===== src/common/dswl_pkg.sv =====
// Package: constants and types for the serial write / latch control block
package dswl_pkg;
  localparam int          WORD_BITS      = 16;
  localparam int          CODE_BITS      = 12;
  localparam int          CNT_BITS       = 5;
  localparam int          IGNORE_POS     = 15;
  localparam int          DONTCARE_POS   = 14;
  localparam int          GAIN_POS       = 13;
  localparam int          RUN_POS        = 12;
  localparam int          CODE_MSB       = 11;
  localparam logic        GAIN_RST       = 1'h0;
  localparam logic        RUN_RST        = 1'h0;
  localparam logic [11:0] CODE_RST       = 12'h000;
  localparam logic [15:0] WORD_RST       = 16'h0000;
  localparam int          CLK_HZ         = 25000000;
  localparam int          SETTLE_NS      = 4500;
  localparam int          WAKE_SETTLE_NS = 10000;
  localparam int          SETTLE_CYC     = (SETTLE_NS * (CLK_HZ / 1000000) + 999) / 1000;
  localparam int          WAKE_CYC       = (WAKE_SETTLE_NS * (CLK_HZ / 1000000) + 999) / 1000;

  typedef enum logic [2:0] {
    DSWL_IDLE  = 3'h1,
    DSWL_SHIFT = 3'h2,
    DSWL_FULL  = 3'h4
  } dswl_state_t;
endpackage : dswl_pkg


===== src/common/dswl_word_if.sv =====
// Interface: carries a received word and its commit pulse between modules
`timescale 1ns/10ps
interface dswl_word_if;
  logic [15:0] word;
  logic        commit;
  modport src (output word, output commit);
  modport dst (input word, input commit);
endinterface : dswl_word_if


===== src/logic/dswl_sync.sv =====
// Module: two-flop synchroniser for asynchronous pin inputs
`timescale 1ns/10ps
module dswl_sync #(
  parameter int         WIDTH = 1,
  parameter logic [0:0] RST   = 1'h0
) (
  input  wire logic             clk,
  input  wire logic             rstn,
  input  wire logic [WIDTH-1:0] d,
  output logic      [WIDTH-1:0] q
);
  logic [WIDTH-1:0] meta_q;

  initial begin
    if (WIDTH < 1) $error("dswl_sync: WIDTH must be at least 1");
  end

  always_ff @(posedge clk or negedge rstn) begin
    if (!rstn) begin
      meta_q <= {WIDTH{RST}};
      q      <= {WIDTH{RST}};
    end else begin
      meta_q <= d;
      q      <= meta_q;
    end
  end
endmodule : dswl_sync


===== src/logic/dswl_shift.sv =====
// Module: serial frame receiver, counts clocks and commits complete words
`timescale 1ns/10ps
module dswl_shift (
  input  wire logic   clk,
  input  wire logic   rstn,
  input  wire logic   cs_n_s,
  input  wire logic   sck_s,
  input  wire logic   sdi_s,
  dswl_word_if.src    wr
);
  dswl_pkg::dswl_state_t state_q;
  logic                         sck_prev_q;
  logic [dswl_pkg::CNT_BITS-1:0] cnt_q;
  logic [15:0]                  sh_q;
  logic                         commit_q;
  logic                         rise;

  assign rise      = sck_s & ~sck_prev_q;
  assign wr.word   = sh_q;
  assign wr.commit = commit_q;

  always_ff @(posedge clk or negedge rstn) begin
    if (!rstn) begin
      sck_prev_q <= 1'h0;
    end else begin
      sck_prev_q <= sck_s;
    end
  end

  always_ff @(posedge clk or negedge rstn) begin
    if (!rstn) begin
      state_q  <= dswl_pkg::DSWL_IDLE;
      cnt_q    <= '0;
      sh_q     <= dswl_pkg::WORD_RST;
      commit_q <= 1'h0;
    end else begin
      commit_q <= 1'h0;
      case (state_q)
        dswl_pkg::DSWL_IDLE: begin
          cnt_q <= '0;
          // Clock edges with select high are ignored entirely
          if (!cs_n_s) begin
            state_q <= dswl_pkg::DSWL_SHIFT;
          end
        end
        dswl_pkg::DSWL_SHIFT: begin
          if (cs_n_s) begin
            state_q <= dswl_pkg::DSWL_IDLE;
          end else if (rise) begin
            sh_q  <= {sh_q[14:0], sdi_s};
            cnt_q <= cnt_q + 5'h01;
            if (cnt_q == 5'(dswl_pkg::WORD_BITS - 1)) begin
              state_q <= dswl_pkg::DSWL_FULL;
            end
          end
        end
        dswl_pkg::DSWL_FULL: begin
          // Further clocks leave the word alone
          if (cs_n_s) begin
            state_q  <= dswl_pkg::DSWL_IDLE;
            commit_q <= 1'h1;
          end
        end
        default: begin
          state_q <= dswl_pkg::DSWL_IDLE;
        end
      endcase
    end
  end
endmodule : dswl_shift


===== src/logic/dswl_top.sv =====
// Module: top of the DAC serial write and latch control logic
//
// Behaviour
// - Data sampled on serial clock rising edges, modes 0,0 and 1,1.
// - Link is write-only; no data output exists.
// - Sixteen-bit word, MSB first: four config bits then twelve data bits.
// - Select rising after full word captures it into input register.
// - Clock edges past the sixteenth are ignored.
// - Select rising early aborts; input register keeps old contents.
// - With select high, no shifting and clock/data ignored.
// - Load strobe low copies input register into output register.
// - Strobe tied low: output updates right after valid frame ends.
// - Bit 15 set discards write; bit 14 is don't care.
// - Bit 13: one is unity gain, zero is double gain.
// - Bit 12: one active, zero shutdown; resets to zero.
// - Code is left-justified; narrow variants drop low bits.
// - Output stays shut down after power-on until valid write loaded.
// - After reset release, reset state holds until a new write.
// - Shutdown when bit is zero or pin low; interface keeps working.
// - Leave shutdown when active bit latched and pin high.
// - Default gain is double.
`timescale 1ns/10ps
module dswl_top #(
  parameter int RES_BITS = 12
) (
  input  wire logic        clk,
  input  wire logic        rstn,
  input  wire logic        cs_n,
  input  wire logic        sck,
  input  wire logic        sdi,
  input  wire logic        output_load_strobe_n,
  input  wire logic        power_down_n,
  output logic             gain_select_n,
  output logic             output_active,
  output logic [11:0]      dac_code,
  output logic             output_valid,
  output logic             settling
);
  // ----------------------------------------------------------------------
  // Parameter checks
  // ----------------------------------------------------------------------
  initial begin
    if (RES_BITS != 8 && RES_BITS != 10 && RES_BITS != 12) begin
      $error("dswl_top: RES_BITS must be 8, 10 or 12");
    end
  end

  // ----------------------------------------------------------------------
  // Pin synchronisers
  // ----------------------------------------------------------------------
  logic cs_n_s;
  logic sck_s;
  logic sdi_s;
  logic ld_n_s;
  logic pd_n_s;

  dswl_sync #(.WIDTH(1), .RST(1'h1)) u_sync_cs (
    .clk  (clk),
    .rstn (rstn),
    .d    (cs_n),
    .q    (cs_n_s)
  );
  dswl_sync #(.WIDTH(2), .RST(1'h0)) u_sync_data (
    .clk  (clk),
    .rstn (rstn),
    .d    ({sck, sdi}),
    .q    ({sck_s, sdi_s})
  );
  dswl_sync #(.WIDTH(1), .RST(1'h1)) u_sync_ld (
    .clk  (clk),
    .rstn (rstn),
    .d    (output_load_strobe_n),
    .q    (ld_n_s)
  );
  dswl_sync #(.WIDTH(1), .RST(1'h1)) u_sync_pd (
    .clk  (clk),
    .rstn (rstn),
    .d    (power_down_n),
    .q    (pd_n_s)
  );

  // ----------------------------------------------------------------------
  // Serial receiver
  // ----------------------------------------------------------------------
  dswl_word_if wr ();

  // The receiver has no output towards the host at all
  dswl_shift u_shift (
    .clk    (clk),
    .rstn   (rstn),
    .cs_n_s (cs_n_s),
    .sck_s  (sck_s),
    .sdi_s  (sdi_s),
    .wr     (wr)
  );

  // ----------------------------------------------------------------------
  // Input register
  // ----------------------------------------------------------------------
  function automatic logic [11:0] dswl_mask_code(input logic [11:0] raw);
    logic [11:0] m;
    m = raw;
    if (RES_BITS == 10) begin
      m[1:0] = 2'h0;
    end else if (RES_BITS == 8) begin
      m[3:0] = 4'h0;
    end
    return m;
  endfunction

  logic        in_gain_q;
  logic        in_run_q;
  logic [11:0] in_code_q;
  logic        in_valid_q;
  logic        accept;

  // Only words with a clear top bit count; bit 14 is never looked at
  assign accept = wr.commit & ~wr.word[dswl_pkg::IGNORE_POS];

  always_ff @(posedge clk or negedge rstn) begin
    if (!rstn) begin
      in_gain_q  <= dswl_pkg::GAIN_RST;
      in_run_q   <= dswl_pkg::RUN_RST;
      in_code_q  <= dswl_pkg::CODE_RST;
      in_valid_q <= 1'h0;
    end else if (accept) begin
      in_gain_q  <= wr.word[dswl_pkg::GAIN_POS];
      in_run_q   <= wr.word[dswl_pkg::RUN_POS];
      in_code_q  <= dswl_mask_code(wr.word[dswl_pkg::CODE_MSB:0]);
      in_valid_q <= 1'h1;
    end
  end

  // ----------------------------------------------------------------------
  // Output register
  // ----------------------------------------------------------------------
  logic        out_gain_q;
  logic        out_run_q;
  logic [11:0] out_code_q;
  logic        out_valid_q;

  // Level-sensitive transfer: a strobe held low tracks each new accepted word
  // one cycle after it lands in the input register
  always_ff @(posedge clk or negedge rstn) begin
    if (!rstn) begin
      out_gain_q  <= dswl_pkg::GAIN_RST;
      out_run_q   <= dswl_pkg::RUN_RST;
      out_code_q  <= dswl_pkg::CODE_RST;
      out_valid_q <= 1'h0;
    end else if (!ld_n_s && in_valid_q) begin
      out_gain_q  <= in_gain_q;
      out_run_q   <= in_run_q;
      out_code_q  <= in_code_q;
      out_valid_q <= 1'h1;
    end
  end

  // ----------------------------------------------------------------------
  // Shutdown and output drive
  // ----------------------------------------------------------------------
  logic active_d;

  // Pin or register bit each force shutdown; receiver runs regardless
  assign active_d = out_valid_q & out_run_q & pd_n_s;

  always_ff @(posedge clk or negedge rstn) begin
    if (!rstn) begin
      output_active <= 1'h0;
      gain_select_n <= dswl_pkg::GAIN_RST;
      dac_code      <= dswl_pkg::CODE_RST;
      output_valid  <= 1'h0;
    end else begin
      output_active <= active_d;
      gain_select_n <= out_gain_q;
      dac_code      <= out_code_q;
      output_valid  <= out_valid_q;
    end
  end

  // ----------------------------------------------------------------------
  // Settling indicator
  // ----------------------------------------------------------------------
  // Marks the window the host must wait; longer after a wake from shutdown
  localparam int SET_W = 10;
  logic [SET_W-1:0] settle_q;
  logic             active_q;
  logic             out_change;

  assign out_change = (!ld_n_s && in_valid_q) &&
                      (in_code_q != out_code_q || in_gain_q != out_gain_q);

  always_ff @(posedge clk or negedge rstn) begin
    if (!rstn) begin
      settle_q <= '0;
      active_q <= 1'h0;
      settling <= 1'h0;
    end else begin
      active_q <= active_d;
      if (active_d && !active_q) begin
        settle_q <= SET_W'(dswl_pkg::WAKE_CYC);
      end else if (out_change && active_d && settle_q < SET_W'(dswl_pkg::SETTLE_CYC)) begin
        settle_q <= SET_W'(dswl_pkg::SETTLE_CYC);
      end else if (settle_q != '0) begin
        settle_q <= settle_q - 1'b1;
      end
      settling <= (settle_q > 1) || (active_d && !active_q);
    end
  end
endmodule : dswl_top


===== config.mk =====
export PLATFORM = sky130hd
export DESIGN_NAME = dswl_top
export DESIGN_NICKNAME = d
export VERILOG_FILES = /design/src/common/dswl_pkg.sv /design/src/common/dswl_word_if.sv /design/src/logic/dswl_sync.sv /design/src/logic/dswl_shift.sv /design/src/logic/dswl_top.sv
export SDC_FILE = /design/constraint.sdc
export NUM_CORES = 1
export LEC_CHECK = 0
export BUFFER_PORTS_ARGS = -buffer_cell sky130_fd_sc_hd__buf_2
export CAP_MARGIN = 20
export CELL_PAD_IN_SITES_DETAIL_PLACEMENT = 0
export CELL_PAD_IN_SITES_GLOBAL_PLACEMENT = 1
export CORE_AREA = 2 2 116 73
export DETAILED_ROUTE_END_ITERATION = 10
export DIE_AREA = 0 0 118 75
export GPL_TIMING_DRIVEN = 0
export PLACE_DENSITY_LB_ADDON = 0.1
export SLEW_MARGIN = 20
export SYNTH_ARGS = -nofsm -noshare
export SYNTH_HDL_FRONTEND = slang
export SYNTH_HIERARCHICAL = 1
export SYNTH_SLANG_ARGS = --single-unit

===== constraint.sdc =====
create_clock -name clk -period 2.25 [get_ports clk]
set_input_delay 0.1125 -clock clk [delete_from_list [all_inputs] [get_ports clk]]
set_output_delay 0.1125 -clock clk [all_outputs]
set_load 0.01 [all_outputs]

[Word level (Yosys, flattened, before mapping)]
Index checks and enable logic that the tools add are counted.
Word-level totals
  register bits: 92
  latch bits: 0
  RAM bits: 0
  ROM bits: 0
  input port bits: 7
  output and inout bits: 16
  word-level logic and storage cells: 79
  memories: 0
Operators by class
  $add $sub $neg: 2
  multipliers: 0
  divide/modulo/power cells: 0
  magnitude comparators: 2
  equal/unequal tests: 12
  shift operators: 0
  muxes and demuxes: 14
  bitwise gates (word level): 7
  reductions and logical operators: 15
Operators with widths (number)
  2-to-1 mux 10 bit: 3
  2-to-1 mux 3 bit: 5
  inequality test 12 bit: 1
  > comparator 10 x 1 -> 1 bit (second input constant): 1
  < comparator 10 x 7 -> 1 bit (second input constant): 1
  2-to-1 mux 5 bit: 2
  one-hot mux 5 bit (2 select lines): 1
  nonzero test 10 bit: 1
  subtractor 10 x 1 -> 10 bit (second input constant): 1
  one-hot mux 3 bit (3 select lines): 1
  inequality test 2 bit (second input constant): 3
  inequality test 3 x 2 -> 1 bit (second input constant): 2
  AND reduction 3 bit: 2
  adder 5 x 1 -> 5 bit (second input constant): 1
  equality test 5 x 4 -> 1 bit (second input constant): 1
  logical AND 1 bit: 5
  bitwise AND 1 bit: 4
  AND reduction 4 bit: 1
  equality test 3 x 1 -> 1 bit (second input constant): 1
  equality test 3 x 2 -> 1 bit (second input constant): 1
  equality test 3 bit (second input constant): 1
  inverter 1 bit: 3
  nonzero test 3 bit: 1
  zero test 1 bit: 2
  5 further kinds: 7

[Depth between registers and ports, before layout]
  depth after elaboration: 7
  mapped depth: 8

[Modules after synthesis]
Netlist, hierarchy kept.
By module, submodules not included
  dswl_top: instances 1, cells an instance 161, area each 2328.5 um^2, sequential area each 1401.3 um^2
  dswl_shift: instances 1, cells an instance 86, area each 1178.6 um^2, sequential area each 651.9 um^2
  dswl_sync (u_sync_cs ...): instances 3, cells an instance 2, area each 52.6 um^2, sequential area each 52.6 um^2
  dswl_sync (u_sync_data): instances 1, cells an instance 4, area each 100.1 um^2, sequential area each 100.1 um^2

[Worst setup path after synthesis]
Ideal clock, no wire load.
  kind: register -> register
  from: register settle_q[0]
  to: register settle_q[6]
  arrival: 1679 ps
  required time: 2119 ps
  setup slack: 440 ps
  cell stages (with the launch flop): 7
  buffers on the path: 1
  path through: dfrtp_1 inv_1 ha_1 or3b_1 buf_6 o31a_1 or3_1
Between the ends
  longest elaborated chain between the ends: 4
  elaborated cells between the ends (all ways): 8
Ends and longest elaborated chain
  start, declared: line dswl_top.sv:185  | logic [SET_W-1:0] settle_q;
  start signal, assigned: line dswl_top.sv:200  | settle_q <= SET_W'(dswl_pkg::WAKE_CYC);
  start signal, assigned: line dswl_top.sv:202  | settle_q <= SET_W'(dswl_pkg::SETTLE_CYC);
  start signal, assigned: line dswl_top.sv:204  | settle_q <= settle_q - 1'b1;
  subtractor 10 x 1 -> 10 bit / < comparator 10 x 7 -> 1 bit (equally long branches): line dswl_top.sv:204, dswl_top.sv:201
  2-to-1 mux 10 bit / logical AND 1 bit (equally long branches): line dswl_top.sv:203, dswl_top.sv:201
  2-to-1 mux 10 bit: line dswl_top.sv:201  | end else if (out_change && active_d && settle_q < SET_W'(dswl_pkg::SETTLE_CYC)) begin
  2-to-1 mux 10 bit: line dswl_top.sv:199  | if (active_d && !active_q) begin
Several ways; a longest one is shown, not always the timed one. The select of a mux whose other input is x is not followed.
A chain may end at the register's enable or synchronous reset.

[Worst setup path after layout]
  from: register settle_q[0]
  to: register settle_q[4]
Same word-level chain as after synthesis.

==> impl_metrics.ini <==
[outcome]
run_status = finished, final reports clean

[grt]
gr-total-overflow = 0
grt_usage_pct = 16.5
grt_pass1_vias = 2074
maximum_number_of_pins_on_one_net_before_global_route_repair = 79
antenna_found_initial = 0
wire_length_of_the_first_global_routing_pass_mm = 10.8

[clocking]
clock_sink_count = 92
ctsHtreeMaxLevel = 3
clk-insertion-delay-late_ps = 340
cts_tree = yes
clock_tree.root_cell = sky130_fd_sc_hd__clkbuf_16
tritoncts_buffers = 9
cts_buffer_depth = 2
clk_pin_slew_ps = 60

[timing]
final_hold_viol_count = 0
fin_setup_tns_ps = 0
worst_slew_margin_rel_pct = 57.5
worst_hold_slack_ps = 164
portion_of_the_clock_cycle_consumed_by_the_worst_path_in_the_final_layout_pct = 88.3
unrepaired_setup_endpoints_after_global_routing = no
worst_pin_slew_ps = 634
max_freq_mhz = 503
layout_setup_ws_ps = 263
timing.clock.skew_ps = 5.84
setup_viol_count_final = 0
max_transition_viols_final = 0
period_minus_slack_ps = 1990

[floorplan]
ios = 23
design.die.area_um2 = 8850
dieHeight_um = 75
placementRows = 25
die_w_um = 118
fp.coreArea_um2 = 7730
initial_util_pct = 48.7

[worst_setup_path]
critPathCaptureType = flop
critPathRequiredTime_ps = 2510
crit_path_class = reg -> reg
crit_start = settle_q[0]$_DFFE_PN0P_
worst-path-max-fanout = 6
critical_path.startpoint_type = flop
timing.critical_path.arrival_ps = 2250
r2r_start = settle_q[0]$_DFFE_PN0P_

[route]
detail_route.wl_per_cell_um = 15.1
detailedRoute.firstPassIterationCount = 4
vias_per_instance = 5.00
drc_errors = 0
drt-total-wl_mm = 6.18
initialDrtViolationCount = 95
detail-route-antenna-nets = 0
num_vias = 2050

[power]
power.ir.vdd_worst_mv = 0.385
power_density_nw_per_um2 = 802
power_leakage_nw = 2.24

[yosys]
yosysTopAreaCellShare_pct = 56.5
postSynthCellCount = 257
post_synth_num_cell_types = 51
net_count_after_synthesis = 269
number_of_register_bits_inferred_by_synthesis = 92
most_repeated_cell_in_the_gate_level_netlist_after_synthesis = sky130_fd_sc_hd__dfrtp_1
register_area_share_after_synthesis_pct = 61.4
synth_edf_count = 0
synth.cells.most_frequent = sky130_fd_sc_hd__dfrtp_1 (85), sky130_fd_sc_hd__mux2_2 (36), sky130_fd_sc_hd__xnor2_1 (17)
async_flop_share_pct = 100
post_synth_instance_area_um2 = 3760
synth_largest_area_cell = sky130_fd_sc_hd__dfrtp_1
synth-warning-count = 6
synth-main-ff-cell = sky130_fd_sc_hd__dfrtp_1
synth.area.top_cells = sky130_fd_sc_hd__dfrtp_1 (56%), sky130_fd_sc_hd__mux2_2 (11%), sky130_fd_sc_hd__dfstp_2 (4.9%)
postSynthAreaPerCell_um2 = 14.6

[final_layout]
antennaDiodeCount = 0
final_layout_size_suffix_gt1_share_pct = 36.1
layout-area-overhead-vs-synth_pct = 17.9
post-route-cell-area_um2 = 4440
layout_fillers = 637
nNetsFinal = 309

[placement]
post-dp-hpwl_mm = 4.21
place_congestion = 0.749
placed_cell_area_um2 = 4040
numPortBuffers = 22
place_ws_ps = 262

[run]
max_cap_violations = 0

[worst_hold_path]
hold_path_class = in -> async
==> path summary, 6_finish.rpt <==
path,cells past startpoint,end,slack [ps]
max in group asynchronous,3,u_sync_ld/meta_q$_DFF_PN1_,1450
setup reg to reg,8,settle_q[4]$_DFFE_PN0P_,260
setup / recovery,8,settle_q[4]$_DFFE_PN0P_,260
hold / removal,2,dac_code[1]$_DFF_PN0_,160
hold reg to reg,0,u_sync_data/q[0]$_DFF_PN0_,350
min in group clk,0,u_sync_data/q[0]$_DFF_PN0_,350
==> per-stage QoR <==
stage	power (mW)	util, %	instances
2_1_floorplan	1.84	-	257
3_3_place_gp	1.90	51.9	387
3_5_place_dp	1.91	52.3	388
4_1_cts	3.61	57.4	410
5_1_grt	3.72	57.4	410
6_report	3.56	57.4	410
==> per-layer routing <==
layer	GRT usage (%)	vias up	wire length [um]	share of wire, %
li1	-	996	-	-
met1	23.5	1017	3400	55
met2	23.3	29	2450	40
met3	6.21	8	244	3.9
met4	6.02	0	82	1.3
met5	0	-	0	0
==> power breakdown <==
| group | internal (mW) | switching [mW] | total [mW] |
|---|---|---|---|
| registers | 1.69 | 0.0246 | 1.72 |
| logic | 0.0649 | 0.102 | 0.167 |
| clock network | 1.09 | 0.586 | 1.67 |
| total | 2.85 | 0.713 | 3.56 |
==> cell type report <==
cell class	instances	area, um2	area share, %
multi-input combinational	149	1370	30.9
inverter	6	22.5	0.507
buffer	10	60.1	1.35
clock inverter	4	97.6	2.20
sequential	92	2310	52.1
tap	108	135	3.04
clock buffer	12	236	5.33
timing repair buffer	29	204	4.60
==> cell families (layout without fill, tap and decap cells) <==
family,after synthesis,in the layout,share of synthesized area [%]
flops,92,92,61.4
mux,46,46,14.5
simple gates,52,52,10.3
compound gates,26,26,5.28
xor+xnor,20,20,4.65
fa+ha+maj,5,5,1.66
buf+inv,16,61,2.19
==> critical path, stage by stage, from the launching register on <==
cell and delay, ps:
sky130_fd_sc_hd__dfrtp_1 430, sky130_fd_sc_hd__inv_1 120, sky130_fd_sc_hd__ha_1 210, sky130_fd_sc_hd__or3b_1 380, sky130_fd_sc_hd__buf_6 150, sky130_fd_sc_hd__nand4_4 90
sky130_fd_sc_hd__nand4_4 130, sky130_fd_sc_hd__o21ai_4 240, sky130_fd_sc_hd__o21bai_1 140
==> registers in the layout, summed over array words and instances, names as in the netlist, 2 cells and up <==
name,flops
u_shift/wr.word,16
dac_code,12
u_shift/state_q,3
u_sync_data/q,2
out_code_q,12
in_code_q,12
u_shift/cnt_q,5
settle_q,10
u_sync_data/meta_q,2
==> what timing repair did <==
item	CTS	global route
hold endpoints to repair	92	0
hold buffers	6	0
gates resized for setup	0	0
buffers inserted	0	0
==> cell usage in the layout (no fill, tap or decap), types with 3 or more instances in the layout <==
| master | count |
|---|---|
| sky130_fd_sc_hd__xor2_1 | 3 |
| sky130_fd_sc_hd__nand2b_1 | 4 |
| sky130_fd_sc_hd__nor3_1 | 5 |
| sky130_fd_sc_hd__dfstp_2 | 7 |
| sky130_fd_sc_hd__bufinv_16 | 3 |
| sky130_fd_sc_hd__nand3b_1 | 3 |
| sky130_fd_sc_hd__xnor2_1 | 17 |
| sky130_fd_sc_hd__mux2_4 | 8 |
| sky130_fd_sc_hd__clkbuf_16 | 9 |
| sky130_fd_sc_hd__and3_1 | 4 |
| sky130_fd_sc_hd__nand4_1 | 4 |
| sky130_fd_sc_hd__nor2b_1 | 3 |
| sky130_fd_sc_hd__o21ai_0 | 3 |
| sky130_fd_sc_hd__nor2_1 | 7 |
| sky130_fd_sc_hd__dlygate4sd3_1 | 6 |
| sky130_fd_sc_hd__dfrtp_1 | 85 |
| sky130_fd_sc_hd__clkbuf_1 | 5 |
| sky130_fd_sc_hd__ha_1 | 5 |
| sky130_fd_sc_hd__nand3_1 | 3 |
| sky130_fd_sc_hd__buf_6 | 3 |
| sky130_fd_sc_hd__buf_2 | 27 |
| sky130_fd_sc_hd__inv_1 | 6 |
| sky130_fd_sc_hd__nand2_1 | 3 |
| sky130_fd_sc_hd__mux2_2 | 36 |
No activity file was read; power rests on OpenSTA's default activity.
